$ cat src/core/adc_timing_regs.svh
// Constants for the converter timing controller
`ifndef ADC_TIMING_REGS_SVH
`define ADC_TIMING_REGS_SVH
`define DIV_SEL_00 8'h04
`define DIV_SEL_01 8'h02
`define DIV_SEL_10 8'h10
`define DIV_SEL_11 8'h08
`define SMP_SEL_00 8'h08
`define SMP_SEL_01 8'h10
`define SMP_SEL_10 8'h20
`define SMP_SEL_11 8'h40
`define DECIDE_BC 8'h28
`define LOAD_CPU 8'h02
`define CAL_BC 16'h0d00
`define RES_BITS 10
`define RES_FULL 10'h3ff
`define RES_ZERO 10'h000
`endif

$ cat src/core/adc_timing_pkg.sv
// Types for the converter timing controller
package adc_timing_pkg;
	typedef enum logic [2:0] {
		ST_IDLE = 3'b000,
		ST_SAMPLE = 3'b001,
		ST_DECIDE = 3'b010,
		ST_LOAD = 3'b011
	} conv_state_type;
	typedef struct packed {
		logic [1:0] basic_clock_divider_select;
		logic [1:0] sample_time_select;
	} converter_control_type;
	typedef struct packed {
		logic below_ground;
		logic above_ref;
		logic [9:0] code;
	} core_result_type;
endpackage

$ cat src/core/adc_conversion_timing_control.sv
// Conversion timing, calibration and result handling for the 10-bit converter
`timescale 1ns/1ps
`include "adc_timing_regs.svh"
module adc_conversion_timing_control import adc_timing_pkg::*; (
	input wire logic mclk_i,
	input wire logic sys_rst_i,
	input wire logic clk_en_i,
	input wire converter_control_type ctrl_i,
	input wire logic start_i,
	input wire core_result_type core_res_i,
	output logic busy_o,
	output logic sample_o,
	output logic decide_o,
	output logic bc_tick_o,
	output logic cal_busy_o,
	output logic done_o,
	output logic [15:0] result_o
);
	conv_state_type state_r;
	logic [7:0] div_cnt_r;
	logic [7:0] phase_cnt_r;
	logic [15:0] cal_cnt_r;
	logic [7:0] div_val;
	logic [7:0] smp_val;
	logic bc_tick;
	logic [9:0] code_held_r;
	logic below_r;
	logic above_r;
	converter_control_type ctrl_r;
	logic conv_start;
	logic window_end;
	logic load_end;

	// Out-of-range inputs override the raw code; below ground wins
	function automatic logic [`RES_BITS-1:0] clamp_code(input logic below, input logic above,
		input logic [`RES_BITS-1:0] raw);
		if (below) begin
			clamp_code = `RES_ZERO;
		end else if (above) begin
			clamp_code = `RES_FULL;
		end else begin
			clamp_code = raw;
		end
	endfunction

	function automatic logic [7:0] div_of(input logic [1:0] sel);
		case (sel)
			2'b00: div_of = `DIV_SEL_00;
			2'b01: div_of = `DIV_SEL_01;
			2'b10: div_of = `DIV_SEL_10;
			default: div_of = `DIV_SEL_11;
		endcase
	endfunction

	function automatic logic [7:0] smp_of(input logic [1:0] sel);
		case (sel)
			2'b00: smp_of = `SMP_SEL_00;
			2'b01: smp_of = `SMP_SEL_01;
			2'b10: smp_of = `SMP_SEL_10;
			default: smp_of = `SMP_SEL_11;
		endcase
	endfunction

	// Settings frozen per conversion so the span stays fixed
	assign div_val = div_of(ctrl_r.basic_clock_divider_select);
	assign smp_val = smp_of(ctrl_r.sample_time_select);
	assign bc_tick = (div_cnt_r == div_val - 8'h01);
	// Prescaler restarts with each conversion, so its phase never stretches the span
	assign conv_start = start_i && (state_r == ST_IDLE);
	// Last basic clock of the sample window
	assign window_end = (state_r == ST_SAMPLE) && bc_tick && (phase_cnt_r == smp_val - 8'h01);
	// Last CPU cycle of the result load
	assign load_end = (state_r == ST_LOAD) && (phase_cnt_r == `LOAD_CPU - 8'h01);

	// Basic clock prescaler; free running so calibration keeps counting when idle
	always_ff @(posedge mclk_i or posedge sys_rst_i) begin
		if (sys_rst_i) begin
			div_cnt_r <= 8'h00;
		end else if (clk_en_i) begin
			if (conv_start) begin
				div_cnt_r <= 8'h00;
			end else if (bc_tick || div_cnt_r >= div_val) begin
				div_cnt_r <= 8'h00;
			end else begin
				div_cnt_r <= div_cnt_r + 8'h01;
			end
		end
	end

	// Control settings: taken while idle only
	always_ff @(posedge mclk_i or posedge sys_rst_i) begin
		if (sys_rst_i) begin
			ctrl_r <= '0;
		end else if (clk_en_i && state_r == ST_IDLE) begin
			ctrl_r <= ctrl_i;
		end
	end

	// Conversion sequencer
	always_ff @(posedge mclk_i or posedge sys_rst_i) begin
		if (sys_rst_i) begin
			state_r <= ST_IDLE;
			phase_cnt_r <= 8'h00;
		end else if (clk_en_i) begin
			case (state_r)
				ST_IDLE: begin
					if (start_i) begin
						state_r <= ST_SAMPLE;
						phase_cnt_r <= 8'h00;
					end
				end
				ST_SAMPLE: begin
					if (bc_tick) begin
						if (phase_cnt_r == smp_val - 8'h01) begin
							state_r <= ST_DECIDE;
							phase_cnt_r <= 8'h00;
						end else begin
							phase_cnt_r <= phase_cnt_r + 8'h01;
						end
					end
				end
				ST_DECIDE: begin
					if (bc_tick) begin
						if (phase_cnt_r == `DECIDE_BC - 8'h01) begin
							state_r <= ST_LOAD;
							phase_cnt_r <= 8'h00;
						end else begin
							phase_cnt_r <= phase_cnt_r + 8'h01;
						end
					end
				end
				ST_LOAD: begin
					if (phase_cnt_r == `LOAD_CPU - 8'h01) begin
						state_r <= ST_IDLE;
						phase_cnt_r <= 8'h00;
					end else begin
						phase_cnt_r <= phase_cnt_r + 8'h01;
					end
				end
				default: begin
					state_r <= ST_IDLE;
					phase_cnt_r <= 8'h00;
				end
			endcase
		end
	end

	// Input captured at the sample window edge and held afterwards
	always_ff @(posedge mclk_i or posedge sys_rst_i) begin
		if (sys_rst_i) begin
			code_held_r <= `RES_ZERO;
			below_r <= 1'b0;
			above_r <= 1'b0;
		end else if (clk_en_i && window_end) begin
			code_held_r <= core_res_i.code;
			below_r <= core_res_i.below_ground;
			above_r <= core_res_i.above_ref;
		end
	end

	// Result register load in last CPU cycle of the span
	always_ff @(posedge mclk_i or posedge sys_rst_i) begin
		if (sys_rst_i) begin
			result_o <= 16'h0000;
			done_o <= 1'b0;
		end else if (clk_en_i) begin
			done_o <= 1'b0;
			if (load_end) begin
				done_o <= 1'b1;
				// Bit 10 flags whether calibration was still running; bits 15:11 load zero
				result_o[15:`RES_BITS] <= {5'h00, cal_busy_o};
				result_o[`RES_BITS-1:0] <= clamp_code(below_r, above_r, code_held_r);
			end
		end
	end

	// Calibration counts only idle basic clocks, so conversions add their time
	always_ff @(posedge mclk_i or posedge sys_rst_i) begin
		if (sys_rst_i) begin
			cal_cnt_r <= 16'h0000;
			cal_busy_o <= 1'b1;
		end else if (clk_en_i && cal_busy_o && bc_tick && state_r == ST_IDLE) begin
			if (cal_cnt_r == `CAL_BC - 16'h0001) begin
				cal_busy_o <= 1'b0;
			end else begin
				cal_cnt_r <= cal_cnt_r + 16'h0001;
			end
		end
	end

	// Phase outputs decoded straight from the state register
	always_comb begin
		busy_o = 1'b0;
		sample_o = 1'b0;
		decide_o = 1'b0;
		case (state_r)
			ST_SAMPLE: begin
				busy_o = 1'b1;
				sample_o = 1'b1;
			end
			ST_DECIDE: begin
				busy_o = 1'b1;
				decide_o = 1'b1;
			end
			ST_LOAD: begin
				busy_o = 1'b1;
			end
			default: begin
				busy_o = 1'b0;
			end
		endcase
	end

	// Tick hidden while frozen so counters outside see no phantom clock
	assign bc_tick_o = bc_tick && clk_en_i;
endmodule // adc_conversion_timing_control

$ cat config.mk
export PLATFORM = sky130hd
export DESIGN_NAME = adc_conversion_timing_control
export DESIGN_NICKNAME = d
export VERILOG_FILES = /design/src/core/adc_timing_pkg.sv /design/src/core/adc_conversion_timing_control.sv
export VERILOG_INCLUDE_DIRS = /design/src /design/src/core
export SDC_FILE = /design/constraint.sdc
export NUM_CORES = 1
export LEC_CHECK = 0
export ABC_AREA = 1
export BUFFER_PORTS_ARGS = -buffer_cell sky130_fd_sc_hd__buf_2
export CAP_MARGIN = 20
export CORE_MARGIN = 5
export CORE_UTILIZATION = 32
export DETAILED_ROUTE_END_ITERATION = 6
export PLACE_DENSITY_LB_ADDON = 0.08
export SLEW_MARGIN = 20
export SYNTH_ARGS = -nofsm -noshare
export SYNTH_HDL_FRONTEND = slang
export SYNTH_SLANG_ARGS = --single-unit
$ cat constraint.sdc
create_clock -name mclk_i -period 3.21 [get_ports mclk_i]
set_input_delay 0.642 -clock mclk_i [delete_from_list [all_inputs] [get_ports mclk_i]]
set_output_delay 0.642 -clock mclk_i [all_outputs]
set_load 0.02 [all_outputs]
; ---- After elaboration in Yosys (flattened, before gate mapping)
; Cells that the tools add are included.
; W data, S select, Z words.
[totals]
register_bits = 64
inputBits = 20
output_inout_bits = 22
word_cells = 81
[op_classes]
addsub = 5
magnitude_cmp = 1
n_eq_ne = 18
mux = 24
bitwise_logic = 1
n_reduce_logical = 20
[op_table]
columns = cell, n
row1 = $mux W8, 8
row2 = $pmux W8 S4, 1
row3 = $pmux W7 S3, 1
row4 = $mux W10, 2
row5 = $mux W3, 6
row6 = $add A16 B1 Y16 const B, 1
row7 = $add A8 B1 Y8 const B, 2
row8 = $eq A16 B12 Y1 const B, 1
row9 = $eq A8 B8 Y1, 2
row10 = $sub A8 B1 Y8 const B, 2
row11 = $pmux W5 S3, 1
row12 = $pmux W3 S4, 1
row13 = $logic_and A1 B1 Y1, 10
row14 = $eq A8 B1 Y1 const B, 1
row15 = $eq A8 B6 Y1 const B, 1
row16 = $ge A8 B8 Y1, 1
row17 = $ne A2 B2 Y1 const B, 4
row18 = $reduce_and A7 Y1, 1
row19 = $eq A3 B2 Y1 const B, 2
row20 = $reduce_and A2 Y1, 3
row21 = $eq A2 B1 Y1 const B, 2
row22 = $eq A2 B2 Y1 const B, 2
row23 = $logic_not A2 Y1, 2
row24 = $mux W1, 4
row25 = other kinds (7), 8

; ---- Longest topological paths before layout
[depth]
ltp_word = 7
ltp_mapped = 12
ltp_nobuf = 12

; ---- Worst setup path after synthesis
; Ideal clock, no wire load.
[synth_timing]
path_kind = register to output
from = register ctrl_r[2] (netlist name)
to = output bc_tick_o
arrival_time_ns = 1.588
required_ns = 2.568
setup_slack_ns = 0.980
path_stages_with_launch = 10
path_buffers = 1
cell_sequence = dfrtp_1 > inv_1 > nor2_1 > ha_1 > inv_1 > nand2_1 > nor2_1 > nand3_4 > nor2_4 > buf_2
[synth_via]
elab_chain_cells = 5
[synth_rtl]
columns = item, line
row1 = start: declaration, adc_conversion_timing_control.sv:29  ; converter_control_type ctrl_r;
row2 = start signal: assignment, adc_conversion_timing_control.sv:95  ; ctrl_r <= ctrl_i;
row3 = "$eq A2 B2 Y1, or another cell as far along", adc_conversion_timing_control.sv:47  ; case (sel)
row4 = $pmux W5 S3 *, adc_conversion_timing_control.sv:47
row5 = $sub A8 B1 Y8 *, adc_conversion_timing_control.sv:67  ; assign bc_tick = (div_cnt_r == div_val - 8'h01);
row6 = $eq A8 B8 Y1 *, adc_conversion_timing_control.sv:67
row7 = $logic_and A1 B1 Y1 *, adc_conversion_timing_control.sv:215  ; assign bc_tick_o = bc_tick && clk_en_i;
row8 = end: declaration, adc_conversion_timing_control.sv:14  ; output logic bc_tick_o,
; Every way passes the cells marked *; elsewhere a longest branch is shown, timed or not.

; ---- Worst setup path after layout
; Same ends and word-level chain as after synthesis.

==> results.sh <==
export IMPL_diodes=0
export IMPL_grt_ovfl_total=0
export IMPL_max_freq_ghz=0.382
export IMPL_syn2layout_area_growth_pct=16.7
export IMPL_clkTransAtPathRegs_ns=0.06
export IMPL_p_comb_frac=0.274
export IMPL_dr_pass1_iters=4
export IMPL_initial_core_util=0.327
export IMPL_synth_xor_area_share=0.0329
export IMPL_yosysWarningCount=0
export IMPL_worstPathCellList="inv_1 -> nor2_1 -> ha_1 -> inv_1 -> nand2_1 -> nor2_1 -> nand3_4 -> nor2_4 -> buf_2"
export IMPL_grt_pass1_wl_um=15600
export IMPL_drt_iter0_drc=200
export IMPL_finalCritPeriodShare=0.817
export IMPL_power_frac_clock=0.382
export IMPL_syn_inst=504
export IMPL_place_port_buffers=36
export IMPL_die_w_um=118
export IMPL_internal_power_mw=1.80
export IMPL_rows=39
export IMPL_root_buffer="clkbuf_16"
export IMPL_drc=0
export IMPL_pwr_density_cell_mw_per_mm2=638
export IMPL_ctsHtreeMaxLevel=3
export IMPL_cp_slowest_stage_delay_ns=0.38
export IMPL_drive_gt1_frac=0.128
export IMPL_fin_worst_skew_ns=0.00633
export IMPL_clock_sinks=63
export IMPL_final_core_util=0.381
export IMPL_synth_compound_area_frac=0.0671
export IMPL_hold_buffers=0
export IMPL_rsz0062_at_grt="no"
export IMPL_dp_hpwl_um=6610
export IMPL_worstMarginPinSlew_ns=0.754
export IMPL_outcome="complete, no violations"
export IMPL_totalWireLength_um=9070
export IMPL_track_usage=0.136
export IMPL_dpl_cell_area_mm2=0.00403
export IMPL_critPathCaptureType="primary output"
export IMPL_clk_latency_ns=0.33
export IMPL_die_area_mm2=0.0139
export IMPL_finalSetupViolations=0
export IMPL_globalplace_congestion=0.827
export IMPL_crit_slowest_cell="dfrtp_1"
export IMPL_fin_nets=574
export IMPL_syn_area_mm2=0.00373
export IMPL_p_leak_nw=2.25
export IMPL_synth_seq_area_share=0.423
export IMPL_cts_setup_buffers=0
export IMPL_drv_cap=0
export IMPL_synth_top_family_by_area="simple AND/OR/NAND/NOR gates"
export IMPL_fp_coreArea_mm2=0.0114
export IMPL_clock_path_buffers=2
export IMPL_finalCriticalPeriod_ns=2.62
export IMPL_synth_cell_types=34
export IMPL_avgViaCountPerCell=4.66
export IMPL_setup_tns_ns=0
export IMPL_slew_headroom=0.496
export IMPL_synth_area_mux_share=0.00302
export IMPL_ys_seq_elements=63
export IMPL_irDropWorstVdd_mv=0.334
export IMPL_final_area_mm2=0.00435
export IMPL_cp_arrival_ns=1.98
export IMPL_finalPower_mw=2.78
export IMPL_synth_simple_gate_area_frac=0.342
export IMPL_synthAdderAreaFrac=0.0436
export IMPL_wl_per_cell_um=13.2
export IMPL_grt_max_degree=33
export IMPL_startpoint_type="flop"
export IMPL_required_ns=2.57
export IMPL_finalHoldViolations=0
export IMPL_switching_share=0.351
export IMPL_antenna_found_initial=0
export IMPL_first_global_vias=3165
export IMPL_holdCritPathClass="primary input to asynchronous set/reset pin"
export IMPL_vias=3206
export IMPL_drtAntennaViolNets=0
export IMPL_die_h_um=118
export IMPL_syn_avg_cell_area_um2=7.40
export IMPL_io_pins=42
export IMPL_switchingPower_mw=0.974
export IMPL_nFillCells=1229
export IMPL_cts_tree="built"
export IMPL_slew_violations=0
export IMPL_cts_buffers=9
export IMPL_worst_path_max_fanout=6
export IMPL_worstSetupPathType="flop to primary output"
export IMPL_cts_resized=0
export IMPL_share_seq_of_total_power=0.345
placed cells by master (no fill, tap or decap), types with 10 or more instances in the layout:
master,count
xor2_1,11
ha_1,13
inv_1,54
nand2_1,155
nor2_1,40
nand3_1,68
o21ai_0,35
nand4_1,10
dfrtp_1,62
buf_2,36
registers in the layout, indices dropped and copies added (netlist names):
register,flops
below_r,1
phase_cnt_r,8
cal_busy_o,1
done_o,1
ctrl_r,4
div_cnt_r,8
code_held_r,10
result_o,11
state_r,2
above_r,1
cal_cnt_r,16
area by class of cell:
class                      count  area, µm²  area share
tap                          143        179      0.0411
sequential                    63       1580       0.362
multi-input combinational    370       1840       0.423
inverter                      58        218      0.0500
clock inverter                 5       82.6      0.0190
clock buffer                  10        239      0.0549
timing repair buffer          39        215      0.0494
Yosys cell counts, drive strengths merged:
cell type  instances  area (µm²)
buf               12        87.6
ha                13         163
nand4             10        62.6
clkbuf             5        18.8
nor2              43         179
a21oi              7        46.3
clkinv             1        3.75
mux2               1        11.3
inv               57         214
nand3b             1        7.51
nand2            159         607
o21ai             35         175
a31oi              1        6.26
nor2b              1        6.26
dfrtp             62        1550
o31ai              1        7.51
nand3             69         358
dfstp              1        26.3
a21boi             1        7.51
xor2              11        96.3
o211ai             1        7.51
xnor2              3        26.3
conb               1        3.75
nor3               8        56.3
per-stage QoR:
step | hold slack (ns) | instances | setup slack (ns)
detailed placement | 0.453 | 673 | 0.913
finish | 0.436 | 688 | 0.589
global route | 0.485 | 688 | 0.434
floorplan | 0.437 | 508 | 0.980
CTS | 0.468 | 688 | 0.555
global placement | 0.451 | 673 | 0.943
logic make-up (layout without fill, tap and decap cells):
group | Yosys count | count (layout)
and+or+nand+nor | 291 | 291
buffers and inverters | 75 | 112
DFF | 63 | 63
AOI/OAI and AO/OA | 46 | 46
xor gates and xnor gates | 14 | 14
adders and majority gates | 13 | 13
other | 1 | 5
muxes | 1 | 1
power by group through the flow:
stage          Combinational, mW  Sequential, mW  Clock, mW
2_1_floorplan              0.573           0.959          0
3_3_place_gp               0.763           0.971          0
3_5_place_dp               0.764           0.974          0
4_1_cts                    0.769           0.960       1.09
5_1_grt                    0.871           0.972       1.12
6_report                   0.760           0.958       1.06
per-layer routing:
layer	up-vias	share of wire	wire, µm	global-route usage
li1	1681	-	-	-
met1	1459	0.51	4640	0.192
met2	53	0.43	3880	0.198
met5	-	0	0	0
met4	0	0.019	175	0.0624
met3	13	0.042	381	0.0293
worst max-delay path, delay by kind of cell (launching register included):
family	cells	cell delay, ns
AND/OR/NAND/NOR	5	0.63
adder cells (fa/ha/maj)	1	0.28
flip-flops	1	0.38
buffers and inverters	3	0.36
worst paths after layout:
kind / to / startpoint / cells past startpoint / slack, ns
min in group mclk_i: code_held_r[7] / code_held_r[7] / 2 / 0.47
setup / recovery: bc_tick_o / ctrl_r[2] / 9 / 0.59
setup reg to reg: cal_cnt_r[6] / ctrl_r[2] / 12 / 1.02
hold / removal: result_o[8] / sys_rst_i / 2 / 0.44
hold reg to reg: code_held_r[7] / code_held_r[7] / 2 / 0.47
max in group asynchronous: cal_busy_o / sys_rst_i / 3 / 2.07
(Power assumes the default switching activity.)
